[config.mk]
export PLATFORM = sky130hd
export DESIGN_NAME = reset_wake_register_init
export DESIGN_NICKNAME = d
export VERILOG_FILES = /design/src/pkg/rwi_pkg.sv /design/src/pkg/stack_mem_if.sv /design/src/verilog/reset_wake_register_init.sv /design/src/verilog/stack_mem.sv
export SDC_FILE = /design/constraint.sdc
export NUM_CORES = 1
export LEC_CHECK = 0
export BUFFER_PORTS_ARGS = -buffer_cell sky130_fd_sc_hd__buf_2
export CAP_MARGIN = 15
export CELL_PAD_IN_SITES_DETAIL_PLACEMENT = 0
export CELL_PAD_IN_SITES_GLOBAL_PLACEMENT = 2
export CORE_UTILIZATION = 35
export DETAILED_ROUTE_END_ITERATION = 10
export PLACE_DENSITY = 0.73
export SLEW_MARGIN = 30
export SYNTH_ARGS = -nofsm -noshare
export SYNTH_HDL_FRONTEND = slang
export SYNTH_SLANG_ARGS = --single-unit
[constraint.sdc]
create_clock -name clk_i -period 4.9 [get_ports clk_i]
set_input_delay 0.49 -clock clk_i [delete_from_list [all_inputs] [get_ports clk_i]]
set_output_delay 0.49 -clock clk_i [all_outputs]
set_load 0.02 [all_outputs]
[src/pkg/rwi_pkg.sv]
// Package: constants shared by the reset and wake register block.
// Assumes a 32-bit classic Wishbone bus with word-aligned byte addresses.
package rwi_pkg;
  // Register byte offsets
  localparam logic [7:0] OFS_CFG = 8'h00;
  localparam logic [7:0] OFS_PA_LAT = 8'h04;
  localparam logic [7:0] OFS_PA_DIR = 8'h08;
  localparam logic [7:0] OFS_PA_PIN = 8'h0C;
  localparam logic [7:0] OFS_PE_LAT = 8'h10;
  localparam logic [7:0] OFS_PE_DIR = 8'h14;
  localparam logic [7:0] OFS_PE_PIN = 8'h18;
  localparam logic [7:0] OFS_INTCTL = 8'h1C;
  localparam logic [7:0] OFS_PIR = 8'h20;
  localparam logic [7:0] OFS_PC = 8'h24;
  localparam logic [7:0] OFS_TOS = 8'h28;
  localparam logic [7:0] OFS_HW_STACK_POINTER = 8'h2C;
  localparam logic [7:0] OFS_STATUS = 8'h30;
  localparam logic [7:0] OFS_MASK = 8'h34;
  localparam logic [7:0] OFS_STKVIEW = 8'h38;
  // Field positions
  localparam int CFG_RA67_EN = 0;
  localparam int CFG_EXT_RST_OFF = 1;
  localparam int ICTL_HIGH_PRIO_GLOBAL_IRQ_ENABLE = 7;
  localparam int ICTL_LOW_PRIO_GLOBAL_IRQ_ENABLE = 6;
  localparam int STK_FULL = 7;
  localparam int EV_POR = 0;
  localparam int EV_PIN = 1;
  localparam int EV_WDT = 2;
  localparam int EV_INSTR = 3;
  localparam int EV_STACK = 4;
  localparam int EV_WAKE_WDT = 5;
  localparam int EV_WAKE_IRQ = 6;
  localparam int EV_PUSH_LOST = 7;
  localparam int EV_W = 8;
  // Widths and masks
  localparam int PC_W = 21;
  localparam int SP_W = 5;
  localparam logic [7:0] PA_HI_MASK = 8'hC0;
  localparam logic [3:0] PE_B3_MASK = 4'h8;
  localparam logic [2:0] ICTL_FLAG_MASK = 3'h7;
  // Reset values
  localparam logic [7:0] PA_DIR_RST = 8'hFF;
  localparam logic [2:0] PE_DIR_RST = 3'h7;
  localparam logic [1:0] CFG_RST = 2'h0;
  localparam logic [EV_W-1:0] MASK_RST = 8'h00;
  // Interrupt vectors
  localparam logic [PC_W-1:0] VEC_HIGH = 21'h000008;
  localparam logic [PC_W-1:0] VEC_LOW = 21'h000018;
  // Wake sequencer states, Gray coded along idle, push, load
  typedef enum logic [1:0] {
    ST_IDLE = 2'b00,
    ST_PUSH = 2'b01,
    ST_LOAD = 2'b11
  } wake_state_t;
endpackage

[src/pkg/stack_mem_if.sv]
// Interface: write and read port of the return-address stack memory.
// Assumes one clock shared by owner and memory.
`timescale 1ns/1ps
`default_nettype none
interface stack_mem_if #(
  parameter int AW = 5,
  parameter int DW = 21
);
  logic we;
  logic [AW-1:0] waddr;
  logic [DW-1:0] wdata;
  logic [AW-1:0] raddr;
  logic [DW-1:0] rdata;
  modport owner (output we, output waddr, output wdata, output raddr, input rdata);
  modport mem (input we, input waddr, input wdata, input raddr, output rdata);
endinterface
`default_nettype wire

[src/verilog/reset_wake_register_init.sv]
// Reset and wake register initialiser with a Wishbone register slave.
// Assumes reset-kind and wake inputs are one-cycle pulses synchronous to clk_i.
// Functional notes
// - Unimplemented bits read zero; retained bits keep value
// - Interrupt wake sets a source flag bit
// - Enabled interrupt wake loads vector 0008h/0018h
// - Enabled interrupt wake pushes PC, advances stack pointer unless the stack is full
// - Port A bits 6,7 exist per oscillator mode
// - Port E bit 3 usable only without reset pin
//
// Decided for this implementation: the register offsets and the Wishbone interface to the registers.
`timescale 1ns/1ps
`default_nettype none
module reset_wake_register_init
  import rwi_pkg::*;
#(
  parameter int STACK_DEPTH = 31
) (
  input wire logic clk_i, // Core clock, 10 MHz
  input wire logic rst_i, // Synchronous reset, active high
  input wire logic wb_cyc_i, // Wishbone cycle
  input wire logic wb_stb_i, // Wishbone strobe
  input wire logic wb_we_i, // Wishbone write enable
  input wire logic [7:0] wb_adr_i, // Wishbone byte address
  input wire logic [3:0] wb_sel_i, // Wishbone byte selects
  input wire logic [31:0] wb_dat_i, // Wishbone write data
  output logic [31:0] wb_dat_o, // Wishbone read data
  output logic wb_ack_o, // Wishbone acknowledge
  input wire logic por_bor_i, // Power-on or brown-out reset pulse
  input wire logic pin_rst_i, // External reset pin pulse
  input wire logic wdt_rst_i, // Watchdog reset pulse
  input wire logic instr_rst_i, // Reset instruction pulse
  input wire logic stack_rst_i, // Stack over/underflow reset pulse
  input wire logic wake_wdt_i, // Wake-up by watchdog pulse
  input wire logic wake_irq_i, // Wake-up by interrupt pulse
  input wire logic wake_high_prio_i, // Wake interrupt is high priority
  input wire logic [3:0] wake_src_i, // Wake source: bit3 set selects PIR bit
  input wire logic [7:0] port_a_pins_i, // Port A pin levels
  output logic [7:0] port_a_out_o, // Port A output data
  output logic [7:0] port_a_oe_o, // Port A output enables
  input wire logic [3:0] port_e_pins_i, // Port E pin levels
  output logic [3:0] port_e_out_o, // Port E output data
  output logic [2:0] port_e_oe_o, // Port E output enables
  output logic [PC_W-1:0] pc_o, // Program counter
  output logic irq_o // Level interrupt, unmasked status set
);
  initial begin
    if (STACK_DEPTH < 2 || STACK_DEPTH > 31) begin
      $error("reset_wake_register_init: STACK_DEPTH must be 2..31");
    end
  end

  localparam logic [SP_W-1:0] SP_LAST = SP_W'(STACK_DEPTH);

  // Address hit, used by read and write decode
  function automatic logic hit(input logic [7:0] adr, input logic [7:0] ofs);
    hit = (adr[7:2] == ofs[7:2]);
  endfunction

  // Merge write data into a register value under byte selects
  function automatic logic [31:0] merge(input logic [31:0] old, input logic [31:0] wd, input logic [3:0] sel);
    logic [31:0] res;
    res = old;
    for (int i = 0; i < 4; i++) begin
      if (sel[i]) begin
        res[i*8 +: 8] = wd[i*8 +: 8];
      end
    end
    merge = res;
  endfunction

  stack_mem_if #(.AW(SP_W), .DW(PC_W)) smem ();
  stack_mem #(.DEPTH(STACK_DEPTH), .AW(SP_W), .DW(PC_W)) u_stack (
    .clk_i(clk_i),
    .port(smem.mem)
  );

  logic [1:0] cfg_r, cfg_nxt;
  logic [7:0] pa_lat_r, pa_lat_nxt;
  logic [7:0] pa_dir_r, pa_dir_nxt;
  logic [3:0] pe_lat_r, pe_lat_nxt;
  logic [2:0] pe_dir_r, pe_dir_nxt;
  logic [2:0] ictl_flag_r, ictl_flag_nxt;
  logic high_prio_global_irq_enable_r, high_prio_global_irq_enable_nxt, low_prio_global_irq_enable_r, low_prio_global_irq_enable_nxt;
  logic [7:0] pir_r, pir_nxt;
  logic [PC_W-1:0] pc_r, pc_nxt;
  logic [PC_W-1:0] tos_r, tos_nxt;
  logic [SP_W-1:0] sp_r, sp_nxt;
  logic stk_full_r, stk_full_nxt;
  logic [EV_W-1:0] status_r, status_nxt;
  logic [EV_W-1:0] mask_r, mask_nxt;
  logic [SP_W-1:0] view_r, view_nxt;
  logic [PC_W-1:0] vec_r, vec_nxt;
  wake_state_t state_r, state_nxt;
  logic ack_r, ack_nxt;
  logic [31:0] rdat_r, rdat_nxt;

  logic any_reset, req, wr_fire, vec_take;
  logic [7:0] pa_impl;
  logic [3:0] pe_impl;
  logic [31:0] wd;

  // Implemented-bit masks from configuration
  assign pa_impl = cfg_r[CFG_RA67_EN] ? 8'hFF : ~PA_HI_MASK;
  assign pe_impl = cfg_r[CFG_EXT_RST_OFF] ? 4'hF : ~PE_B3_MASK;
  assign any_reset = por_bor_i | pin_rst_i | wdt_rst_i | instr_rst_i | stack_rst_i;
  assign req = wb_cyc_i & wb_stb_i;
  assign wr_fire = req & wb_we_i & ack_r;
  assign vec_take = wake_irq_i & (wake_high_prio_i ? high_prio_global_irq_enable_r : low_prio_global_irq_enable_r);

  // Bus handshake and registered read data
  always_comb begin
    ack_nxt = req & ~ack_r;
    rdat_nxt = rdat_r;
    if (req & ~ack_r) begin
      rdat_nxt = 32'h00000000;
      if (hit(wb_adr_i, OFS_CFG)) begin
        rdat_nxt[1:0] = cfg_r;
      end else if (hit(wb_adr_i, OFS_PA_LAT)) begin
        rdat_nxt[7:0] = pa_lat_r & pa_impl;
      end else if (hit(wb_adr_i, OFS_PA_DIR)) begin
        rdat_nxt[7:0] = pa_dir_r & pa_impl;
      end else if (hit(wb_adr_i, OFS_PA_PIN)) begin
        rdat_nxt[7:0] = port_a_pins_i & pa_impl;
      end else if (hit(wb_adr_i, OFS_PE_LAT)) begin
        rdat_nxt[3:0] = pe_lat_r & pe_impl;
      end else if (hit(wb_adr_i, OFS_PE_DIR)) begin
        rdat_nxt[2:0] = pe_dir_r;
      end else if (hit(wb_adr_i, OFS_PE_PIN)) begin
        rdat_nxt[3:0] = port_e_pins_i & pe_impl;
      end else if (hit(wb_adr_i, OFS_INTCTL)) begin
        rdat_nxt[7:0] = {high_prio_global_irq_enable_r, low_prio_global_irq_enable_r, 3'h0, ictl_flag_r};
      end else if (hit(wb_adr_i, OFS_PIR)) begin
        rdat_nxt[7:0] = pir_r;
      end else if (hit(wb_adr_i, OFS_PC)) begin
        rdat_nxt[PC_W-1:0] = pc_r;
      end else if (hit(wb_adr_i, OFS_TOS)) begin
        rdat_nxt[PC_W-1:0] = tos_r;
      end else if (hit(wb_adr_i, OFS_HW_STACK_POINTER)) begin
        rdat_nxt[7:0] = {stk_full_r, 2'h0, sp_r};
      end else if (hit(wb_adr_i, OFS_STATUS)) begin
        rdat_nxt[EV_W-1:0] = status_r;
      end else if (hit(wb_adr_i, OFS_MASK)) begin
        rdat_nxt[EV_W-1:0] = mask_r;
      end else if (hit(wb_adr_i, OFS_STKVIEW)) begin
        rdat_nxt[PC_W-1:0] = smem.rdata;
      end
    end
  end

  always_ff @(posedge clk_i) begin
    if (rst_i) begin
      ack_r <= 1'b0;
      rdat_r <= 32'h00000000;
    end else begin
      ack_r <= ack_nxt;
      rdat_r <= rdat_nxt;
    end
  end

  assign wb_ack_o = ack_r;
  assign wb_dat_o = rdat_r;

  // Register state: bus writes first, then reset kinds and wake events override
  always_comb begin
    wd = 32'h00000000;
    cfg_nxt = cfg_r;
    pa_lat_nxt = pa_lat_r;
    pa_dir_nxt = pa_dir_r;
    pe_lat_nxt = pe_lat_r;
    pe_dir_nxt = pe_dir_r;
    ictl_flag_nxt = ictl_flag_r;
    high_prio_global_irq_enable_nxt = high_prio_global_irq_enable_r;
    low_prio_global_irq_enable_nxt = low_prio_global_irq_enable_r;
    pir_nxt = pir_r;
    mask_nxt = mask_r;
    view_nxt = view_r;
    status_nxt = status_r;
    if (wr_fire) begin
      if (hit(wb_adr_i, OFS_CFG)) begin
        wd = merge({30'h0, cfg_r}, wb_dat_i, wb_sel_i);
        cfg_nxt = wd[1:0];
      end else if (hit(wb_adr_i, OFS_PA_LAT)) begin
        wd = merge({24'h0, pa_lat_r}, wb_dat_i, wb_sel_i);
        pa_lat_nxt = wd[7:0] & pa_impl;
      end else if (hit(wb_adr_i, OFS_PA_DIR)) begin
        wd = merge({24'h0, pa_dir_r}, wb_dat_i, wb_sel_i);
        pa_dir_nxt = (wd[7:0] & pa_impl) | (pa_dir_r & ~pa_impl);
      end else if (hit(wb_adr_i, OFS_PE_LAT)) begin
        wd = merge({28'h0, pe_lat_r}, wb_dat_i, wb_sel_i);
        pe_lat_nxt = wd[3:0] & pe_impl;
      end else if (hit(wb_adr_i, OFS_PE_DIR)) begin
        wd = merge({29'h0, pe_dir_r}, wb_dat_i, wb_sel_i);
        pe_dir_nxt = wd[2:0];
      end else if (hit(wb_adr_i, OFS_INTCTL)) begin
        wd = merge({24'h0, high_prio_global_irq_enable_r, low_prio_global_irq_enable_r, 3'h0, ictl_flag_r}, wb_dat_i, wb_sel_i);
        high_prio_global_irq_enable_nxt = wd[ICTL_HIGH_PRIO_GLOBAL_IRQ_ENABLE];
        low_prio_global_irq_enable_nxt = wd[ICTL_LOW_PRIO_GLOBAL_IRQ_ENABLE];
        ictl_flag_nxt = wd[2:0] & ICTL_FLAG_MASK;
      end else if (hit(wb_adr_i, OFS_PIR)) begin
        wd = merge({24'h0, pir_r}, wb_dat_i, wb_sel_i);
        pir_nxt = wd[7:0];
      end else if (hit(wb_adr_i, OFS_STATUS)) begin
        wd = merge(32'h0, wb_dat_i, wb_sel_i);
        status_nxt = status_r & ~wd[EV_W-1:0];
      end else if (hit(wb_adr_i, OFS_MASK)) begin
        wd = merge({24'h0, mask_r}, wb_dat_i, wb_sel_i);
        mask_nxt = wd[EV_W-1:0];
      end else if (hit(wb_adr_i, OFS_STKVIEW)) begin
        wd = merge({27'h0, view_r}, wb_dat_i, wb_sel_i);
        view_nxt = wd[SP_W-1:0];
      end
    end
    // Resets force directions to input; latches survive except on power-on
    if (any_reset) begin
      pa_dir_nxt = PA_DIR_RST;
      pe_dir_nxt = PE_DIR_RST;
      ictl_flag_nxt = 3'h0;
      high_prio_global_irq_enable_nxt = 1'b0;
      low_prio_global_irq_enable_nxt = 1'b0;
      pir_nxt = 8'h00;
      if (por_bor_i) begin
        pa_lat_nxt = 8'h00;
        pe_lat_nxt = 4'h0;
      end
    end else if (wake_irq_i) begin
      // Flag the wake source; everything else is kept
      if (wake_src_i[3]) begin
        pir_nxt[wake_src_i[2:0]] = 1'b1;
      end else if (wake_src_i[1:0] == 2'h3) begin
        ictl_flag_nxt[2] = 1'b1;
      end else begin
        ictl_flag_nxt[wake_src_i[1:0]] = 1'b1;
      end
    end
    // Hardware events set status after any clear, so the set wins
    status_nxt[EV_POR] = status_nxt[EV_POR] | por_bor_i;
    status_nxt[EV_PIN] = status_nxt[EV_PIN] | pin_rst_i;
    status_nxt[EV_WDT] = status_nxt[EV_WDT] | wdt_rst_i;
    status_nxt[EV_INSTR] = status_nxt[EV_INSTR] | instr_rst_i;
    status_nxt[EV_STACK] = status_nxt[EV_STACK] | stack_rst_i;
    status_nxt[EV_WAKE_WDT] = status_nxt[EV_WAKE_WDT] | wake_wdt_i;
    status_nxt[EV_WAKE_IRQ] = status_nxt[EV_WAKE_IRQ] | wake_irq_i;
    status_nxt[EV_PUSH_LOST] = status_nxt[EV_PUSH_LOST] | (state_r == ST_PUSH && stk_full_r);
  end

  always_ff @(posedge clk_i) begin
    if (rst_i) begin
      cfg_r <= CFG_RST;
      pa_lat_r <= 8'h00;
      pa_dir_r <= PA_DIR_RST;
      pe_lat_r <= 4'h0;
      pe_dir_r <= PE_DIR_RST;
      ictl_flag_r <= 3'h0;
      high_prio_global_irq_enable_r <= 1'b0;
      low_prio_global_irq_enable_r <= 1'b0;
      pir_r <= 8'h00;
      status_r <= '0;
      mask_r <= MASK_RST;
      view_r <= '0;
    end else begin
      cfg_r <= cfg_nxt;
      pa_lat_r <= pa_lat_nxt;
      pa_dir_r <= pa_dir_nxt;
      pe_lat_r <= pe_lat_nxt;
      pe_dir_r <= pe_dir_nxt;
      ictl_flag_r <= ictl_flag_nxt;
      high_prio_global_irq_enable_r <= high_prio_global_irq_enable_nxt;
      low_prio_global_irq_enable_r <= low_prio_global_irq_enable_nxt;
      pir_r <= pir_nxt;
      status_r <= status_nxt;
      mask_r <= mask_nxt;
      view_r <= view_nxt;
    end
  end

  // Wake sequencer: push return address, then load the vector
  always_comb begin
    state_nxt = state_r;
    pc_nxt = pc_r;
    tos_nxt = tos_r;
    sp_nxt = sp_r;
    stk_full_nxt = stk_full_r;
    vec_nxt = vec_r;
    smem.we = 1'b0;
    smem.waddr = sp_r;
    smem.wdata = pc_r;
    smem.raddr = view_r;
    if (wr_fire && hit(wb_adr_i, OFS_PC)) begin
      pc_nxt = wb_dat_i[PC_W-1:0];
    end
    case (state_r)
      ST_IDLE: begin
        if (!any_reset && vec_take) begin
          vec_nxt = wake_high_prio_i ? VEC_HIGH : VEC_LOW;
          state_nxt = ST_PUSH;
        end
      end
      ST_PUSH: begin
        if (!stk_full_r) begin
          smem.we = 1'b1;
          tos_nxt = pc_r;
          sp_nxt = sp_r + SP_W'(1);
          stk_full_nxt = (sp_r + SP_W'(1)) == SP_LAST;
        end
        state_nxt = ST_LOAD;
      end
      ST_LOAD: begin
        pc_nxt = vec_r;
        state_nxt = ST_IDLE;
      end
      default: begin
        state_nxt = ST_IDLE;
      end
    endcase
    // Any reset kind restarts the core and empties the stack
    if (any_reset) begin
      state_nxt = ST_IDLE;
      pc_nxt = '0;
      sp_nxt = '0;
      stk_full_nxt = 1'b0;
      tos_nxt = '0;
      smem.we = 1'b0;
    end
  end

  always_ff @(posedge clk_i) begin
    if (rst_i) begin
      state_r <= ST_IDLE;
      pc_r <= '0;
      tos_r <= '0;
      sp_r <= '0;
      stk_full_r <= 1'b0;
      vec_r <= '0;
    end else begin
      state_r <= state_nxt;
      pc_r <= pc_nxt;
      tos_r <= tos_nxt;
      sp_r <= sp_nxt;
      stk_full_r <= stk_full_nxt;
      vec_r <= vec_nxt;
    end
  end

  // Pin drivers: disabled bits neither drive nor carry data
  assign port_a_out_o = pa_lat_r & pa_impl;
  assign port_a_oe_o = ~pa_dir_r & pa_impl;
  assign port_e_out_o = pe_lat_r & pe_impl;
  assign port_e_oe_o = ~pe_dir_r;
  assign pc_o = pc_r;
  assign irq_o = |(status_r & mask_r);

  // Checks
  a_dir_on_reset: assert property (@(posedge clk_i) disable iff (rst_i)
    any_reset |=> (pa_dir_r == PA_DIR_RST) && (pe_dir_r == PE_DIR_RST))
    else $error("direction not set to input after reset");
  a_dir_on_wake: assert property (@(posedge clk_i) disable iff (rst_i)
    (wake_irq_i || wake_wdt_i) && !any_reset && !wr_fire |=> $stable(pa_dir_r))
    else $error("direction changed on wake");
  a_wake_flag: assert property (@(posedge clk_i) disable iff (rst_i)
    wake_irq_i && !any_reset |=> (|pir_r) || (|ictl_flag_r))
    else $error("interrupt wake left no flag");
  a_vector_load: assert property (@(posedge clk_i) disable iff (rst_i)
    state_r == ST_IDLE && vec_take && !any_reset && wake_high_prio_i
    ##1 !any_reset [*2] |=> pc_r == VEC_HIGH)
    else $error("high vector not loaded");
  a_push_tos: assert property (@(posedge clk_i) disable iff (rst_i)
    state_r == ST_PUSH && !stk_full_r && !any_reset |=> tos_r == $past(pc_r) && sp_r == $past(sp_r) + SP_W'(1))
    else $error("return address not pushed");
  a_pa_hi_zero: assert property (@(posedge clk_i) disable iff (rst_i)
    !cfg_r[CFG_RA67_EN] |-> (port_a_out_o & PA_HI_MASK) == 8'h00 && (port_a_oe_o & PA_HI_MASK) == 8'h00)
    else $error("port A high bits active while disabled");
  a_pe_b3_zero: assert property (@(posedge clk_i) disable iff (rst_i)
    !cfg_r[CFG_EXT_RST_OFF] |-> !port_e_out_o[3])
    else $error("port E bit 3 active while reset pin used");
  a_unimpl_zero: assert property (@(posedge clk_i) disable iff (rst_i)
    ack_r && hit($past(wb_adr_i), OFS_HW_STACK_POINTER) |-> wb_dat_o[6:5] == 2'h0 && wb_dat_o[31:8] == 24'h0)
    else $error("unimplemented bits read nonzero");
  a_lat_retained: assert property (@(posedge clk_i) disable iff (rst_i)
    (pin_rst_i || wdt_rst_i) && !por_bor_i && !wr_fire |=> $stable(pa_lat_r))
    else $error("latch lost across reset");

  c_irq_wake: cover property (@(posedge clk_i) disable iff (rst_i) state_r == ST_LOAD);
  c_wdt_wake: cover property (@(posedge clk_i) disable iff (rst_i) wake_wdt_i ##1 irq_o);
  c_por: cover property (@(posedge clk_i) disable iff (rst_i) por_bor_i);
  c_stack_full: cover property (@(posedge clk_i) disable iff (rst_i) stk_full_r);
endmodule
`default_nettype wire

[src/verilog/stack_mem.sv]
// Stack memory: return addresses pushed on interrupt wake-up.
// Assumes synchronous clock; read data is registered one cycle after raddr.
`timescale 1ns/1ps
`default_nettype none
module stack_mem #(
  parameter int DEPTH = 31,
  parameter int AW = 5,
  parameter int DW = 21
) (
  input wire logic clk_i, // Core clock
  stack_mem_if.mem port // Memory port
);
  logic [DW-1:0] mem_r [DEPTH];
  logic [DW-1:0] rdata_r;

  initial begin
    if (DEPTH < 2 || DEPTH > (1 << AW)) begin
      $error("stack_mem: DEPTH does not fit the address width");
    end
  end

  // Write port and registered read port
  always_ff @(posedge clk_i) begin
    if (port.we && (32'(port.waddr) < DEPTH)) begin
      mem_r[port.waddr] <= port.wdata;
    end
    rdata_r <= (32'(port.raddr) < DEPTH) ? mem_r[port.raddr] : '0;
  end

  assign port.rdata = rdata_r;
endmodule
`default_nettype wire

==> reports/qor.csv <==
stage,metric,value,unit
status,status,"complete, no violations",
die,coreArea,90600,µm²
power,sw_frac_of_total,20.7,%
global_routing,grt_pass1_wl,125000,µm
sta,fin_tns_setup,0,ps
finish,n_fill_cell,8165,
critical_path,crit_chain,buf_12 -> mux4_2 -> mux2i_1 -> o22ai_1 -> nor2_1 -> o21ai_1,
logic_synthesis,netlist.area_leader.share,60.6,%
sta,tightest_slew,963,ps
sta,setup_viol,0,
logic_synthesis,synth_cell_types,75,
drt,wirelength,85500,µm
sta,hold_viol,0,
placed_design,numPortBuffers,123,
power,clockPowerShare,45.7,%
global_routing,grt-ovfl-total,0,
logic_synthesis,synth.most_common_cell,edfxtp_1,
logic_synthesis,async_flop_share,0,%
power,switching_power,2.85,mW
clock_network,cts_setup_buffers,0,
clock_network,cts_resized,0,
sta,finalCritPeriodShare,60.5,%
die,start_util,35.6,%
power,p_comb_share,1.4,%
clock_network,cts_tree,built,
clock_network,cts_root_buf,clkbuf_16,
critical_path,cp-end-kind,flop,
global_routing,track_usage,18.2,%
hold_path,hold_depth,3,
clock_network,cts-buffers-inserted,85,
global_routing,grt_max_degree,64,
sta,rsz0062_at_grt,no,
drt,num_vias,18300,
critical_path,slowest_delay,560,ps
finish,drive_gt1_share,24.1,%
sta,maxSlewViolCount,0,
placed_design,gp_congestion,0.942,
drt,drt_first_pass_iters,5,
die,ios,151,
clock_network,cts_sinks,805,
critical_path,slowest_stage,dfxtp_4,
die,rows,110,
drt,final_antenna_net_count,0,
critical_path,criticalPathCategory,flop to flop,
logic_synthesis,synth_common_cells,"651 x edfxtp_1, 174 x nand2_1, 163 x mux2i_1, 154 x dfxtp_1, 148 x mux4_2",
placed_design,dpl.hpwl,53800,µm
logic_synthesis,yosys_warnings,0,
clock_network,clk_pin_slew,60,ps
finish,final_cells,3416,
power,leakage,11.2,nW
clock_network,cts_buffer_depth,3,
global_routing,antenna_found_initial,3,
power,power_density,371,nW/µm²
sta,period_minus_slack,2960,ps
critical_path,cp_max_fo,59,
power,power.share.sequential,52.8,%
finish,fin_nets,2250,
hold_path,min_path_type,primary input to flop,
logic_synthesis,synth-seq-area-share,70.2,%
finish,regArea,22600,µm²
logic_synthesis,syn_area,32200,µm²
die,fp.dieH,305,µm
logic_synthesis,ys.flop_type,edfxtp_1,
drt,routedWlPerCell,25.0,µm
drt,drt_iter0_markers,1703,
critical_path,rr_worst_depth,6,
global_routing,grt_pass1_vias,18100,
sta,hold-worst-slack,77.5,ps
drt,via_per_inst,5.34,
clock_network,cts.htree.levels,3,
clock_network,cts_hold_buf,0,
run,drv_cap,0,
clock_network,insertion_delay,660,ps
finish,multi_input_area,8980,µm²
sta,fin_skew,50.4,ps
logic_synthesis,yosys.area.top_type,edfxtp_1,
logic_synthesis,synth_seq_cells,805,
sta,max-slew-margin-rel,35.7,%
finish,final_core_util,41.1,%
logic_synthesis,synth_edf_count,651,
critical_path,crit_required,5370,ps
logic_synthesis,synth.avg_cell_area,16.0,µm²
logic_synthesis,synthTopCellsByArea,"edfxtp_1 61%, mux4_2 10%, dfxtp_1 9.6%",
die,die_area,93300,µm²
critical_path,start_kind,flop,
logic_synthesis,syn_inst,2011,
finish,syn_to_final_growth,15.5,%
placed_design,place_inst,3261,
die,die_x,305,µm
drt,route.detailed.drc,0,
power,internal_power,11.0,mW
power,ir_worst_vdd,0.231,mV
critical_path,crit_arrival,3440,ps
sta,fmax,337,MHz
[per-layer routing]
layer  vias to the layer above  wire length, µm  track usage, %
li1                       8099                -               -
met1                      9376            38300            25.8
met2                       637            39900            28.8
met3                       144             4690            2.77
met4                         0             2670            5.46
met5                         -                0               0
[worst max-delay path: cells and delay by family, from the launching register on]
kind                   cells  cell delay [ps]
multiplexers               2              950
AND/OR/NAND/NOR            1              370
flip-flops                 1              560
buffers and inverters      1              440
AO/OA/AOI/OAI              2              480
[power by group through the flow]
stage	Combinational, mW	Clock [mW]	Sequential (mW)
finish	0.199	6.31	7.30
global route	0.212	6.70	7.29
CTS	0.200	6.44	7.30
detailed placement	0.199	0	7.44
global placement	0.198	0	7.44
floorplan	0.116	0	7.45
[worst paths after layout]
kind / start / endpoint / slack (ps)
min: wb_dat_i[19] / pc_o[19] / 80
max: smem.raddr[0] / u_stack.port.rdata[9] / 1940
min reg2reg: tos_r[12] / tos_r[12] / 450
max reg2reg: smem.raddr[0] / u_stack.port.rdata[9] / 1940
[cells by family after synthesis]
logic type / synth area share, %
buffers and inverters: 2.40
DFF: 70.2
adders and majority gates: 0.194
other: 0.0116
muxes: 15.6
and+or+nand+nor: 6.77
AOI/OAI and AO/OA: 4.66
xor gates and xnor gates: 0.109
[registers in the layout, summed over array words and instances, names as in the netlist, 2 cells and up, named ones only]
signal              cells
cfg_r                   2
ictl_flag_r             3
mask_r                  8
pa_dir_r                6
pa_lat_r                8
pc_o                   21
pe_dir_r                3
pe_lat_r                4
pir_r                   8
smem.raddr              5
smem.waddr              5
state_r                 2
status_r                8
tos_r                  21
u_stack.mem_r         651
u_stack.port.rdata     21
vec_r                   2
wb_dat_o               21
[layout make-up]
cell class | count | area share (%)
clock inverters | 48 | 1.38
inverters | 16 | 0.161
flip-flops and latches | 805 | 60.8
diodes | 1 | 0.00672
repair buffers | 204 | 3.48
clock buffers | 106 | 6.03
multi-input cells | 1060 | 24.1
well taps | 1176 | 3.95
[placed cells by master, fill, tap and decap left out, types with 10 or more instances in the layout]
master,netlist,layout
edfxtp_1,651,651
nand2_1,174,173
mux2i_1,163,163
mux4_2,148,148
dfxtp_1,154,148
buf_2,42,123
nor2_1,142,111
a21oi_1,102,102
clkbuf_16,0,85
buf_4,30,76
nand3_1,66,66
nor2_2,2,33
o21ai_0,33,33
o21ai_1,26,26
o22ai_1,25,25
a31oi_1,21,21
clkinv_1,0,19
clkbuf_1,57,17
inv_1,15,15
clkinv_2,0,14
conb_1,1,11
nor2b_1,12,10
[per-stage QoR]
stage	area [µm²]	power (mW)	setup slack, ps
after floorplan	32300	7.56	2080
after global placement	34400	7.64	1690
after detailed placement	34500	7.64	1740
after CTS	37200	13.9	1970
after global routing	37200	14.2	1750
final	37200	13.8	1940
Power figures use the tool's default switching activity.
